## src/nested_irq_regs.svh

```systemverilog
// register offsets, field positions and reset values of the interrupt enable and pending block
// Summary of operation
// - up to 81 peripheral interrupt inputs accepted
// - priority 0 to 15, zero most urgent
// - requests detected as levels and as pulses
// - priority split into group and subpriority
// - priorities rewritable live, used by later arbitration
// - one external non-maskable input besides peripherals
// - core stacks and unstacks state by hardware
// - each bit bank spans three 32-bit words
// - one 8-bit priority field per interrupt
// - set-enable write one enables, reads enabled state
// - pending and enabled interrupts activate by priority
// - disabled interrupts pend but never activate
// - clear-enable write one disables, reads enabled state
// - set-pending write one makes interrupt pending
// - set-pending on pending interrupt changes nothing
// - set-pending on disabled interrupt still pends
// - enable and pending banks reset to zero
// - service entry clears pending, marks active
// - level still high at return pends again
`ifndef NESTED_IRQ_REGS_SVH
`define NESTED_IRQ_REGS_SVH

`define NUM_IRQ 81
`define NUM_WORDS 3
`define BANK_BITS 96
`define IMPL_MASK 96'h0001_FFFF_FFFF_FFFF_FFFF_FFFF
`define NUM_PRIO_WORDS 21

// word indices (byte address divided by four)
`define ENABLE_SET_BASE 10'h000
`define ENABLE_CLEAR_BASE 10'h020
`define PENDING_SET_BASE 10'h040
`define PENDING_CLEAR_BASE 10'h060
`define ACTIVE_FLAG_BASE 10'h080
`define PRIORITY_BASE 10'h0C0
`define CONTROL_WORD 10'h100
`define STATUS_WORD 10'h101

`define BANK_RESET 96'h0000_0000_0000_0000_0000_0000
`define CONTROL_RESET 3'h0
`define SUB_BITS_MAX 3'h4
`define RESP_OKAY 2'h0
`define RESP_SLVERR 2'h2

`endif
```

## src/nested_irq_pkg.sv

```systemverilog
// types shared by the interrupt enable and pending block
package nested_irq_pkg;

	typedef logic [3:0] prio_t;
	typedef logic [6:0] irq_id_t;

	typedef struct packed {
		logic awvalid;
		logic [31:0] awaddr;
		logic wvalid;
		logic [31:0] wdata;
		logic [3:0] wstrb;
		logic bready;
		logic arvalid;
		logic [31:0] araddr;
		logic rready;
	} axi_in_s;

	typedef struct packed {
		logic awready;
		logic wready;
		logic bvalid;
		logic [1:0] bresp;
		logic arready;
		logic rvalid;
		logic [31:0] rdata;
		logic [1:0] rresp;
	} axi_out_s;

	typedef struct packed {
		logic valid;
		irq_id_t id;
		prio_t prio;
	} core_req_s;

	typedef struct packed {
		logic entry;
		logic exit;
		irq_id_t id;
		logic nmi_ack;
	} core_cmd_s;

endpackage

```

## src/irq_enable_pending_control.sv

```systemverilog
// enable, pending and active state with arbitration for the nested interrupt controller
`timescale 1ns/100ps
`include "nested_irq_regs.svh"

module irq_enable_pending_control
(
	input wire logic clk,
	input wire logic rst_n,
	input wire logic [`NUM_IRQ-1:0] irq_in,
	input wire logic nmi_in,
	input wire nested_irq_pkg::axi_in_s axi_in,
	output nested_irq_pkg::axi_out_s axi_out,
	input wire nested_irq_pkg::core_cmd_s core_cmd,
	output nested_irq_pkg::core_req_s core_req,
	output logic nmi_req
);
	import nested_irq_pkg::*;

	// ****************************************
	// helpers
	// ****************************************

	// byte enables widened to a bit mask
	function automatic logic [31:0] strb_mask(input logic [3:0] strb);
		logic [31:0] m;
		m = 32'h0000_0000;
		for (int b = 0; b < 4; b++)
		begin
			m[b*8 +: 8] = {8{strb[b]}};
		end
		return m;
	endfunction

	// one-hot vector for an interrupt number, zero when not implemented
	function automatic logic [`BANK_BITS-1:0] id_onehot(input irq_id_t id);
		logic [`BANK_BITS-1:0] v;
		v = `BANK_BITS'(1) << id;
		return v & `IMPL_MASK;
	endfunction

	// group part of a priority: the low sub_bits are subpriority
	function automatic prio_t group_of(input prio_t p, input logic [2:0] sub_bits);
		return prio_t'(p >> sub_bits);
	endfunction

	// ****************************************
	// state
	// ****************************************

	logic [`BANK_BITS-1:0] enable;
	logic [`BANK_BITS-1:0] pending;
	logic [`BANK_BITS-1:0] active;
	prio_t prio [0:`NUM_IRQ-1];
	logic [2:0] sub_bits;
	logic [`NUM_IRQ-1:0] irq_meta;
	logic [`NUM_IRQ-1:0] irq_sync;
	logic [`NUM_IRQ-1:0] irq_prev;
	logic [2:0] nmi_sync;
	logic nmi_pending;

	logic aw_full;
	logic w_full;
	logic [9:0] wr_index;
	logic [31:0] wr_data;
	logic [3:0] wr_strb;

	logic [`BANK_BITS-1:0] sw_enable_set;
	logic [`BANK_BITS-1:0] sw_enable_clear;
	logic [`BANK_BITS-1:0] sw_pending_set;
	logic [`BANK_BITS-1:0] sw_pending_clear;
	logic [`NUM_IRQ-1:0] prio_we;
	logic [`NUM_IRQ-1:0] prio_wsel;
	logic control_we;
	logic wr_mapped;
	logic do_write;

	logic [`BANK_BITS-1:0] entry_mask;
	logic [`BANK_BITS-1:0] exit_mask;
	logic [`BANK_BITS-1:0] hw_set;
	logic [`BANK_BITS-1:0] next_pending;
	logic [`BANK_BITS-1:0] next_active;
	logic [`BANK_BITS-1:0] in_level;
	logic [`BANK_BITS-1:0] in_rise;

	logic best_found;
	irq_id_t best_id;
	prio_t best_prio;
	logic any_active;
	prio_t run_group;
	logic preempt;

	logic [31:0] rd_word;
	logic rd_mapped;

	// ****************************************
	// input synchronisers and edge detection
	// ****************************************

	always_ff @(posedge clk or negedge rst_n)
	begin
		if (!rst_n)
		begin
			irq_meta <= '0;
			irq_sync <= '0;
			irq_prev <= '0;
		end
		else
		begin
			irq_meta <= irq_in;
			irq_sync <= irq_meta;
			irq_prev <= irq_sync;
		end
	end

	// pulses shorter than a clock may be missed; sources hold one cycle at least
	assign in_level = `BANK_BITS'(irq_sync);
	assign in_rise = `BANK_BITS'(irq_sync & ~irq_prev);

	// ****************************************
	// non-maskable input
	// ****************************************

	always_ff @(posedge clk or negedge rst_n)
	begin
		if (!rst_n)
		begin
			nmi_sync <= 3'h0;
			nmi_pending <= 1'b0;
		end
		else
		begin
			nmi_sync <= {nmi_sync[1:0], nmi_in};
			// a new edge wins over an acknowledge in the same cycle
			if (nmi_sync[1] && !nmi_sync[2])
				nmi_pending <= 1'b1;
			else if (core_cmd.nmi_ack)
				nmi_pending <= 1'b0;
		end
	end

	// ****************************************
	// register bus write decode
	// ****************************************

	always_comb
	begin
		sw_enable_set = '0;
		sw_enable_clear = '0;
		sw_pending_set = '0;
		sw_pending_clear = '0;
		prio_wsel = '0;
		control_we = 1'b0;
		wr_mapped = 1'b0;
		for (int k = 0; k < `NUM_WORDS; k++)
		begin
			if (wr_index == `ENABLE_SET_BASE + 10'(k))
			begin
				sw_enable_set[k*32 +: 32] = wr_data & strb_mask(wr_strb);
				wr_mapped = 1'b1;
			end
			if (wr_index == `ENABLE_CLEAR_BASE + 10'(k))
			begin
				sw_enable_clear[k*32 +: 32] = wr_data & strb_mask(wr_strb);
				wr_mapped = 1'b1;
			end
			if (wr_index == `PENDING_SET_BASE + 10'(k))
			begin
				sw_pending_set[k*32 +: 32] = wr_data & strb_mask(wr_strb);
				wr_mapped = 1'b1;
			end
			if (wr_index == `PENDING_CLEAR_BASE + 10'(k))
			begin
				sw_pending_clear[k*32 +: 32] = wr_data & strb_mask(wr_strb);
				wr_mapped = 1'b1;
			end
			if (wr_index == `ACTIVE_FLAG_BASE + 10'(k))
				wr_mapped = 1'b1;
		end
		for (int n = 0; n < `NUM_IRQ; n++)
		begin
			if (wr_index == `PRIORITY_BASE + 10'(n / 4) && wr_strb[n % 4])
				prio_wsel[n] = 1'b1;
		end
		if (wr_index >= `PRIORITY_BASE && wr_index < `PRIORITY_BASE + 10'(`NUM_PRIO_WORDS))
			wr_mapped = 1'b1;
		if (wr_index == `CONTROL_WORD)
		begin
			control_we = wr_strb[0];
			wr_mapped = 1'b1;
		end
		if (wr_index == `STATUS_WORD)
			wr_mapped = 1'b1;
	end

	assign do_write = aw_full && w_full && !axi_out.bvalid;
	assign prio_we = do_write ? prio_wsel : '0;

	// ****************************************
	// enable bank
	// ****************************************

	always_ff @(posedge clk or negedge rst_n)
	begin
		if (!rst_n)
			enable <= `BANK_RESET;
		else if (do_write)
			enable <= ((enable & ~sw_enable_clear) | sw_enable_set) & `IMPL_MASK;
	end

	// ****************************************
	// priorities and grouping
	// ****************************************

	always_ff @(posedge clk or negedge rst_n)
	begin
		if (!rst_n)
		begin
			for (int n = 0; n < `NUM_IRQ; n++)
				prio[n] <= 4'h0;
		end
		else
		begin
			// only the top nibble of each byte is kept
			for (int n = 0; n < `NUM_IRQ; n++)
				if (prio_we[n])
					prio[n] <= wr_data[(n % 4)*8 + 4 +: 4];
		end
	end

	always_ff @(posedge clk or negedge rst_n)
	begin
		if (!rst_n)
			sub_bits <= `CONTROL_RESET;
		else if (do_write && control_we)
			sub_bits <= (wr_data[2:0] > `SUB_BITS_MAX) ? `SUB_BITS_MAX : wr_data[2:0];
	end

	// ****************************************
	// pending and active state
	// ****************************************

	assign entry_mask = core_cmd.entry ? id_onehot(core_cmd.id) : '0;
	assign exit_mask = core_cmd.exit ? id_onehot(core_cmd.id) : '0;
	// core stacks its own state, so entry and return are single-cycle strobes
	assign next_active = (active | entry_mask) & ~exit_mask;

	// a held level re-pends once the interrupt is no longer active
	assign hw_set = (in_level & ~next_active) | in_rise;

	// sets win over clears; writing one to a pending bit leaves it pending
	assign next_pending = (((pending & ~sw_pending_clear & ~entry_mask) | sw_pending_set) | hw_set)
		& `IMPL_MASK;

	always_ff @(posedge clk or negedge rst_n)
	begin
		if (!rst_n)
			pending <= `BANK_RESET;
		else if (do_write)
			pending <= next_pending;
		else
			pending <= (((pending & ~entry_mask) | hw_set)) & `IMPL_MASK;
	end

	always_ff @(posedge clk or negedge rst_n)
	begin
		if (!rst_n)
			active <= `BANK_RESET;
		else
			active <= next_active & `IMPL_MASK;
	end

	// ****************************************
	// arbitration
	// ****************************************

	// strict compare keeps the lowest number on equal priority
	always_comb
	begin
		best_found = 1'b0;
		best_id = '0;
		best_prio = 4'hF;
		any_active = 1'b0;
		run_group = 4'hF;
		for (int n = 0; n < `NUM_IRQ; n++)
		begin
			if (pending[n] && enable[n] && !active[n] && (!best_found || prio[n] < best_prio))
			begin
				best_found = 1'b1;
				best_id = irq_id_t'(n);
				best_prio = prio[n];
			end
			if (active[n] && (!any_active || group_of(prio[n], sub_bits) < run_group))
			begin
				any_active = 1'b1;
				run_group = group_of(prio[n], sub_bits);
			end
		end
	end

	// only a strictly more urgent group preempts what runs
	assign preempt = best_found && (!any_active || group_of(best_prio, sub_bits) < run_group);

	always_ff @(posedge clk or negedge rst_n)
	begin
		if (!rst_n)
		begin
			core_req <= '0;
			nmi_req <= 1'b0;
		end
		else
		begin
			core_req.valid <= preempt && !core_cmd.entry;
			core_req.id <= best_id;
			core_req.prio <= best_prio;
			nmi_req <= nmi_pending && !core_cmd.nmi_ack;
		end
	end

	// ****************************************
	// register bus read decode
	// ****************************************

	always_comb
	begin
		logic [9:0] idx;
		idx = axi_in.araddr[11:2];
		rd_word = 32'h0000_0000;
		rd_mapped = (axi_in.araddr[31:12] == 20'h0_0000);
		if (idx >= `ENABLE_SET_BASE && idx < `ENABLE_SET_BASE + 10'(`NUM_WORDS))
			rd_word = enable[32*(idx - `ENABLE_SET_BASE) +: 32];
		else if (idx >= `ENABLE_CLEAR_BASE && idx < `ENABLE_CLEAR_BASE + 10'(`NUM_WORDS))
			rd_word = enable[32*(idx - `ENABLE_CLEAR_BASE) +: 32];
		else if (idx >= `PENDING_SET_BASE && idx < `PENDING_SET_BASE + 10'(`NUM_WORDS))
			rd_word = pending[32*(idx - `PENDING_SET_BASE) +: 32];
		else if (idx >= `PENDING_CLEAR_BASE && idx < `PENDING_CLEAR_BASE + 10'(`NUM_WORDS))
			rd_word = pending[32*(idx - `PENDING_CLEAR_BASE) +: 32];
		else if (idx >= `ACTIVE_FLAG_BASE && idx < `ACTIVE_FLAG_BASE + 10'(`NUM_WORDS))
			rd_word = active[32*(idx - `ACTIVE_FLAG_BASE) +: 32];
		else if (idx >= `PRIORITY_BASE && idx < `PRIORITY_BASE + 10'(`NUM_PRIO_WORDS))
		begin
			for (int b = 0; b < 4; b++)
				if (4 * int'(idx - `PRIORITY_BASE) + b < `NUM_IRQ)
					rd_word[b*8 +: 8] = {prio[4 * int'(idx - `PRIORITY_BASE) + b], 4'h0};
		end
		else if (idx == `CONTROL_WORD)
			rd_word = {29'h0000_0000, sub_bits};
		else if (idx == `STATUS_WORD)
			rd_word = {15'h0000, nmi_pending, any_active, 3'h0, run_group, 1'b0, best_id};
		else
			rd_mapped = 1'b0;
		// addresses above the block alias low offsets, so their data must be hidden
		if (!rd_mapped)
			rd_word = 32'h0000_0000;
	end

	// ****************************************
	// AXI4-Lite slave
	// ****************************************

	always_ff @(posedge clk or negedge rst_n)
	begin
		if (!rst_n)
		begin
			aw_full <= 1'b0;
			w_full <= 1'b0;
			wr_index <= 10'h000;
			wr_data <= 32'h0000_0000;
			wr_strb <= 4'h0;
			axi_out.awready <= 1'b0;
			axi_out.wready <= 1'b0;
			axi_out.bvalid <= 1'b0;
			axi_out.bresp <= `RESP_OKAY;
		end
		else
		begin
			axi_out.awready <= !aw_full && !(axi_in.awvalid && axi_out.awready) && !axi_out.bvalid;
			axi_out.wready <= !w_full && !(axi_in.wvalid && axi_out.wready) && !axi_out.bvalid;
			if (axi_in.awvalid && axi_out.awready)
			begin
				aw_full <= 1'b1;
				// addresses above the block map to no register
				wr_index <= (axi_in.awaddr[31:12] == 20'h0_0000) ? axi_in.awaddr[11:2] : 10'h3FF;
			end
			if (axi_in.wvalid && axi_out.wready)
			begin
				w_full <= 1'b1;
				wr_data <= axi_in.wdata;
				wr_strb <= axi_in.wstrb;
			end
			if (do_write)
			begin
				aw_full <= 1'b0;
				w_full <= 1'b0;
				axi_out.bvalid <= 1'b1;
				axi_out.bresp <= wr_mapped ? `RESP_OKAY : `RESP_SLVERR;
			end
			else if (axi_out.bvalid && axi_in.bready)
				axi_out.bvalid <= 1'b0;
		end
	end

	always_ff @(posedge clk or negedge rst_n)
	begin
		if (!rst_n)
		begin
			axi_out.arready <= 1'b0;
			axi_out.rvalid <= 1'b0;
			axi_out.rdata <= 32'h0000_0000;
			axi_out.rresp <= `RESP_OKAY;
		end
		else if (axi_in.arvalid && axi_out.arready)
		begin
			axi_out.arready <= 1'b0;
			axi_out.rvalid <= 1'b1;
			axi_out.rdata <= rd_word;
			axi_out.rresp <= rd_mapped ? `RESP_OKAY : `RESP_SLVERR;
		end
		else if (axi_out.rvalid)
		begin
			if (axi_in.rready)
				axi_out.rvalid <= 1'b0;
		end
		else
			axi_out.arready <= 1'b1;
	end

endmodule

```

## config.mk

```make
export PLATFORM = sky130hd
export DESIGN_NAME = irq_enable_pending_control
export DESIGN_NICKNAME = d
export VERILOG_FILES = /design/src/nested_irq_pkg.sv /design/src/irq_enable_pending_control.sv
export VERILOG_INCLUDE_DIRS = /design/src /design/src/src
export SDC_FILE = /design/constraint.sdc
export NUM_CORES = 2
export LEC_CHECK = 0
export ABC_AREA = 1
export BUFFER_PORTS_ARGS = -buffer_cell sky130_fd_sc_hd__buf_2
export CAP_MARGIN = 10
export CELL_PAD_IN_SITES_DETAIL_PLACEMENT = 1
export CELL_PAD_IN_SITES_GLOBAL_PLACEMENT = 2
export CORE_MARGIN = 5
export CORE_UTILIZATION = 36
export DETAILED_ROUTE_END_ITERATION = 10
export HOLD_SLACK_MARGIN = 0.1
export PLACE_DENSITY = 0.8
export SLEW_MARGIN = 0
export SYNTH_ARGS = -nofsm -noshare
export SYNTH_HDL_FRONTEND = slang
export SYNTH_SLANG_ARGS = --single-unit
```

## constraint.sdc

```tcl
create_clock -name clk -period 93.2 [get_ports clk]
set_input_delay 0 -clock clk [delete_from_list [all_inputs] [get_ports clk]]
set_output_delay 0 -clock clk [all_outputs]
set_load 0.01 [all_outputs]
```

* After elaboration in Yosys (flattened, before gate mapping) *
Cells that the tools add are included.

word-level totals
  logic and storage cells = 1863
  output and inout bits = 54
  input bits = 199
  bits in registers = 919

operators by class
  order comparisons = 184
  multiplexer cells = 569
  equality and inequality tests = 40
  shift operators = 88
  reductions and logical operators = 843
  add/subtract/negate cells = 8
  bitwise logic cells = 24

operators with widths
  kind                                                  count
  2-to-1 mux 4 bit                                      170
  < comparator 4 bit                                    161
  bitwise AND 81 bit                                    7
  2-to-1 mux 7 bit                                      77
  inverter 81 bit                                       6
  bitwise OR 81 bit                                     6
  2-to-1 mux 32 bit                                     15
  logical AND 1 bit                                     425
  variable part select 96 x 33 -> 32 bit                4
  >> shifter 4 x 3 -> 4 bit                             82
  2-to-1 mux 81 bit                                     4
  2-to-1 mux 1 bit                                      282
  logical NOT 1 bit                                     250
  equality test 10 x 8 -> 1 bit, second input constant  24
  logical OR 1 bit                                      161
  >= comparator 32 x 8 -> 1 bit, second input constant  4
  inverter 32 bit                                       4
  binary-select mux 4 bit (select 7 bit)                4
  2-to-1 mux 17 bit                                     6
  < comparator 32 x 8 -> 1 bit, second input constant   3
  variable part select 96 x 16 -> 32 bit                1
  << shifter 1 x 7 -> 81 bit, first input constant      1
  equality test 10 x 7 -> 1 bit, second input constant  6
  equality test 10 x 9 -> 1 bit, second input constant  4
  other kinds (27)                                      49

* Longest topological paths before layout *
  depth after elaboration = 332
  mapped depth = 749
  mapped depth without buffers = 732

* Worst setup path before layout *
No wires, ideal clock.

  kind = register to register
  from = register sub_bits[0]
  to = register core_req[11] in the netlist's numbering
  arrival time = 75757 ps
  required time = 93122 ps
  path buffers = 24
  clock period less this slack = 75834 ps
  library setup time = 78 ps
  slack = 17366 ps
  cell stages (with the launch flop) = 519
  path through = dfrtp_1 clkbuf_1 clkbuf_1 clkbuf_1 clkbuf_1 clkbuf_1 clkbuf_1 clkbuf_1 clkbuf_1 clkbuf_1 clkbuf_1 clkbuf_1 clkbuf_1 clkbuf_1 clkbuf_1 clkbuf_1 clkbuf_1 clkbuf_1 [... 483 more ...] nand2_1 o21ai_0 ha_1 a21oi_1 nand2_1 nand2_1 nand2_1 o21ai_0 ha_1 a21oi_1 nand2_1 nand2_1 nand2_1 o21ai_0 ha_1 a21oi_1 nand2_1 a21oi_1

between the ends
  longest elaborated chain between the ends = 326
  elaborated cells on any way between the ends = 567
  classes of those cells = 81 x order compare; 82 x shift; 161 x mux; 243 x reduce/logical

RTL lines
  what                                                            RTL line                           RTL
  from (decl)                                                     irq_enable_pending_control.sv:54   logic [2:0] sub_bits;
  from (signal assigned)                                          irq_enable_pending_control.sv:233  sub_bits <= `CONTROL_RESET;
  from (signal assigned)                                          irq_enable_pending_control.sv:235  sub_bits <= (wr_data[2:0] > `SUB_BITS_MAX) ? `SUB_BITS_MAX : wr_data[2:0];
  >> shifter 4 x 3 -> 4 bit                                       irq_enable_pending_control.sv:43   return prio_t'(p >> sub_bits);
  2-to-1 mux 4 bit                                                irq_enable_pending_control.sv:292  if (active[n] && (!any_active || group_of(prio[n], sub_bits) < run_group))
  < comparator 4 bit                                              irq_enable_pending_control.sv:292
  logical OR 1 bit                                                irq_enable_pending_control.sv:292
  logical AND 1 bit                                               irq_enable_pending_control.sv:292
  2-to-1 mux 4 bit / 2-to-1 mux 1 bit (equally long branches)     irq_enable_pending_control.sv:292
  < comparator 4 bit / logical NOT 1 bit (equally long branches)  irq_enable_pending_control.sv:292
  logical OR 1 bit                                                irq_enable_pending_control.sv:292
  [... 310 more ...]                                              -
  < comparator 4 bit / logical NOT 1 bit (equally long branches)  irq_enable_pending_control.sv:292
  logical OR 1 bit                                                irq_enable_pending_control.sv:292
  logical AND 1 bit                                               irq_enable_pending_control.sv:292
  2-to-1 mux 4 bit / 2-to-1 mux 1 bit (equally long branches)     irq_enable_pending_control.sv:292
  < comparator 4 bit / logical NOT 1 bit (equally long branches)  irq_enable_pending_control.sv:301  assign preempt = best_found && (!any_active || group_of(best_prio, sub_bits) < run_group);
  logical OR 1 bit (*)                                            irq_enable_pending_control.sv:301
  logical AND 1 bit (*)                                           irq_enable_pending_control.sv:301
  logical AND 1 bit (*)                                           irq_enable_pending_control.sv:312  core_req.valid <= preempt && !core_cmd.entry;
  to (decl)                                                       irq_enable_pending_control.sv:14   output nested_irq_pkg::core_req_s core_req,

Mark *: on every way between the ends. The rest lies on a longest branch, timed or not.
A chain may end at the register's enable or synchronous reset.

==> impl_results.rst <==
.. list-table::
   :header-rows: 1

   * - Metric
     - Value
   * - Final wirelength
     - about 370,000 um
   * - Endpoint of the worst-slack reg-to-reg timing path
     - axi_out[7]
   * - Total leakage power
     - 40.2 nW
   * - Cell count of the worst reg-to-reg path
     - between 600 and 700
   * - Area of the die
     - 0.202 mm2
   * - Synthesized area
     - 0.0694 mm2
   * - Final worst clock skew
     - 0.0876 ns
   * - Share of post-route cells with drive strength above 1
     - a little under 9%
   * - Max Root-Sink Buffers
     - 3
   * - Relative contribution of sequential cells to total power
     - 17.6%
   * - Average via count per standard cell
     - about 5.7
   * - CTS tree
     - built
   * - Class of the most critical hold timing path
     - primary input to register
   * - WS Path Type
     - register to register
   * - Global-route wire length before repair
     - ~530,000 um
   * - Overflow left after global routing
     - 0
   * - Source of the worst register-to-register timing path
     - active[0]
   * - Count of final max-slew check failures
     - 0
   * - Via count of the first global-routing pass
     - 78,996
   * - Actual slew at the worst max-slew pin
     - 1.21 ns
   * - Clock network fraction of total power
     - 18.9%
   * - Die width
     - 449 um
   * - Final period util
     - 91.4%
   * - Combinational power share
     - 63.5%
   * - Antenna violations before repair
     - between 60 and 70
   * - Clock tree root driver cell
     - clkbuf_16
   * - Async SR Flop Fraction
     - 100%
   * - Largest voltage drop on the vdd net
     - 0.0304 mV
   * - GP Congestion
     - about 1.0
   * - Vert. Die Dim
     - 449 um
   * - # port buffers
     - approximately 250
   * - Max-cap check violation count
     - 0
   * - Status
     - completed
   * - Worst Path Max Fanout
     - 12
   * - Number of enable-type register cells in the synthesized netlist
     - 0
   * - Synthesized instance count
     - 10,584
   * - Largest stage delay on the critical path
     - 0.50 ns
   * - Clock transition at the registers of the reported paths
     - around 0.07 ns
   * - Cell seen most often among critical-path stages
     - nand2_2
   * - Global Route Usage Sum
     - 35.4%
   * - Flip-flop and latch count after synthesis
     - just over 900
   * - Final-report setup violation count
     - 0
   * - Area taken by flip-flops and latches
     - 0.0230 mm2
   * - Filler cell count
     - ~25,000
   * - Switch Pwr
     - around 0.0013 W
   * - TritonCTS Sinks
     - 917
   * - # DRC
     - 0
   * - Area share of the largest cell type after synthesis
     - 33.1%
   * - Final HPWL from detailed placement
     - ~280,000 um
   * - Standard cell with the maximum stage delay on the critical path
     - o21ai_1
   * - Maximum number of pins on one net before global-route repair
     - 182
   * - Cells taking the most area after synthesis
     - dfrtp_1 (33%), nand2_1 (17%), o21ai_0 (9.9%)
   * - Cell internal power dissipation
     - between 0.001 and 0.0015 W
   * - Hold Violations, Final
     - 0
   * - Endpoint required time on the critical path
     - roughly 94 ns
   * - Slew HR
     - 18.6%
   * - Sink of the worst hold path
     - axi_out[5]
   * - Largest area contributor in the netlist
     - dfrtp_1
   * - P&R area growth vs syn
     - 17.2%
   * - Detailed-routing iteration count for the pre-antenna-repair pass
     - 6
   * - Startpoint types
     - register
   * - Count of nets after finishing
     - about 12,000
   * - Synth unique cells
     - 59
   * - Cell Count, Final, Fillers Out
     - about 14,000
   * - Achievable clock frequency
     - ~12 MHz
   * - Sequential area share after synthesis
     - 33.1%
   * - Number of CTS-inserted buffers
     - roughly 110
   * - Effective utilization at floorplan
     - between 30 and 40%
   * - Placeable core region
     - 0.192 mm2
   * - Clock network latency to the later pin of the worst-skew pair
     - 0.81 ns
   * - Post-detailed-route count of antenna-violating nets
     - 0
   * - Ratio of total power to cell area
     - 31.3 mW/mm2
   * - Fraction of power spent switching nets
     - 51.8%
   * - Detailed-route via count
     - 78,137
   * - Number of H-tree branching levels
     - 3
   * - Time the worst path needs with I/O delays and setup
     - 85.21 ns
   * - Ys Warns
     - 0
   * - Synthesized area per cell
     - 6.55 um2
   * - Hold path depth
     - 8
   * - Num rows
     - approximately 160
   * - Multi-input gate area
     - 0.0398 mm2
   * - Per-cell routed wire length
     - 26.9 um
   * - Fin util
     - about 42%
   * - Worst Min Path Start
     - axi_in[23]
   * - Endpoint arrival time on the critical path
     - 85.95 ns
   * - Cell Count Post-Placement
     - 13,184
   * - Dominant synthesized flop cell
     - dfrtp_1
   * - Worst Setup End Kind
     - register
   * - DRC marker count from the first detailed-route iteration
     - 6,719
   * - I/O pin count
     - 253
   * - R2R setup slack
     - 7.99 ns
## power by group through the flow
stage / Clock, W / Combinational [W] / Sequential (W)
floorplan: 0 / 0.00107 / 0.000443
global placement: 0 / 0.00148 / 0.000452
detailed placement: 0 / 0.00156 / 0.000453
CTS: 0.000481 / 0.00159 / 0.000446
global route: 0.000500 / 0.00187 / 0.000450
finish: 0.000480 / 0.00162 / 0.000449
## routing by layer
metal / vias to the layer above / wire length (um) / global-route usage (%)
li1: 35784 / - / -
met1: 38675 / 153000 / 44.7
met2: 2857 / 164000 / 56.1
met3: 793 / 30300 / 8.13
met4: 28 / 23400 / 18.9
met5: - / 172 / 0
## how the worst max path moves through the flow
stage,start,end,slack [ns]
6_report,active[0],axi_out[7],7.99
5_1_grt,sub_bits[2],axi_out[13],-0.005
4_1_cts,sub_bits[0],axi_out[13],0.75
3_5_place_dp,sub_bits[0],axi_out[12],1.72
3_3_place_gp,sub_bits[0],axi_out[12],5.37
2_1_floorplan,sub_bits[0],core_req[11],17.37
## area by class of cell
type	count	share of cell area [%]
clock inverters	51	1.09
inverters	1420	6.60
diodes	23	0.0708
flip-flops and latches	917	28.2
well taps	2526	3.89
clock buffers	143	3.73
multi-input cells	7906	49.0
repair inverters	1	0.00615
repair buffers	756	7.39
## synth_stat cells, types with 12 or more instances
| cell | count |
|---|---|
| nand2_1 | 3191 |
| o21ai_0 | 1366 |
| inv_1 | 1323 |
| dfrtp_1 | 917 |
| nor2_1 | 857 |
| nand3_1 | 812 |
| ha_1 | 331 |
| clkbuf_1 | 266 |
| a21oi_1 | 261 |
| o22ai_1 | 243 |
| nand2_2 | 189 |
| o221ai_1 | 100 |
| nand2_4 | 92 |
| o211ai_1 | 84 |
| o21bai_1 | 80 |
| clkinv_1 | 76 |
| nor3_1 | 48 |
| buf_1 | 42 |
| nand3b_1 | 33 |
| o2111ai_1 | 25 |
| inv_2 | 19 |
| nor4_1 | 19 |
| a22oi_1 | 17 |
| a31oi_1 | 16 |
| o31ai_1 | 15 |
| a211oi_1 | 14 |
| nand3_2 | 14 |
| a221oi_1 | 12 |
| buf_6 | 12 |
## through the flow
step | cell area, um2 | setup TNS, ns | hold slack, ns | total power, W | setup WS (ns)
after floorplan | 69400 | 0 | -0.296 | 0.00151 | 17.37
after global placement | 73800 | 0 | 0.108 | 0.00193 | 5.37
after detailed placement | 73800 | 0 | 0.110 | 0.00201 | 1.72
after CTS | 81100 | 0 | 0.130 | 0.00251 | 0.753
after global routing | 81300 | -0.00528 | 0.273 | 0.00282 | -0.00528
final | 81300 | 0 | 0.243 | 0.00255 | 7.99
## cell families (layout without fill, tap and decap cells)
kind of cell             Yosys count  count (layout)  share of synthesized area (%)
AND/OR/NAND/NOR                 5273            5273                           32.2
flip-flops                       917             917                           33.1
XOR/XNOR                           1               1                         0.0126
multiplexers                       4               4                         0.0577
adder cells (fa/ha/maj)          331             331                           5.97
buffers and inverters           1762            2371                           9.82
other                              1              25                        0.00541
AO/OA/AOI/OAI                   2295            2295                           18.8
## sequential cells by signal, indices dropped and copies added (netlist names), 4 cells and up
register / cells
prio: 324
active: 81
enable: 81
irq_meta: 81
irq_prev: 81
irq_sync: 81
pending: 81
axi_out: 39
wr_data: 32
core_req: 12
wr_index: 10
wr_strb: 4
## worst max-delay path: cells and delay by family (launching register included)
| family | cells | cell delay [ns] |
|---|---|---|
| compound gates | 154 | 23.27 |
| fa+ha+maj | 80 | 24.97 |
| buf+inv | 148 | 9.24 |
| flops | 1 | 0.36 |
| simple gates | 308 | 27.16 |
## timing repair
item	CTS	global route
endpoints found under the setup margin	0	23
gates resized for setup	0	263
buffers inserted	0	4
endpoints found under the hold margin	491	0
hold buffers	337	0
## placed cells by master (no fill, tap or decap), types with 23 or more instances in the layout
cell           netlist  routed
a21oi_1            261     261
diode_2              0      23
dfrtp_1            917     916
buf_2                7     244
nand2_2            189     195
nand2_1           3191    3184
buf_4               11     168
o211ai_1            84      84
nand3_1            812     812
o2111ai_1           25      25
nand3b_1            33      33
o21bai_1            80      80
ha_1               331     331
nand2_4             92      92
o22ai_1            243     243
o21ai_1             10     221
clkbuf_16            0     107
o221ai_1           100     100
inv_1             1323    1317
clkinv_1            76      76
o21ai_0           1366    1134
nor2_1             857     848
nor3_1              48      36
dlygate4sd3_1        1     336
Power figures use the tool's default switching activity.
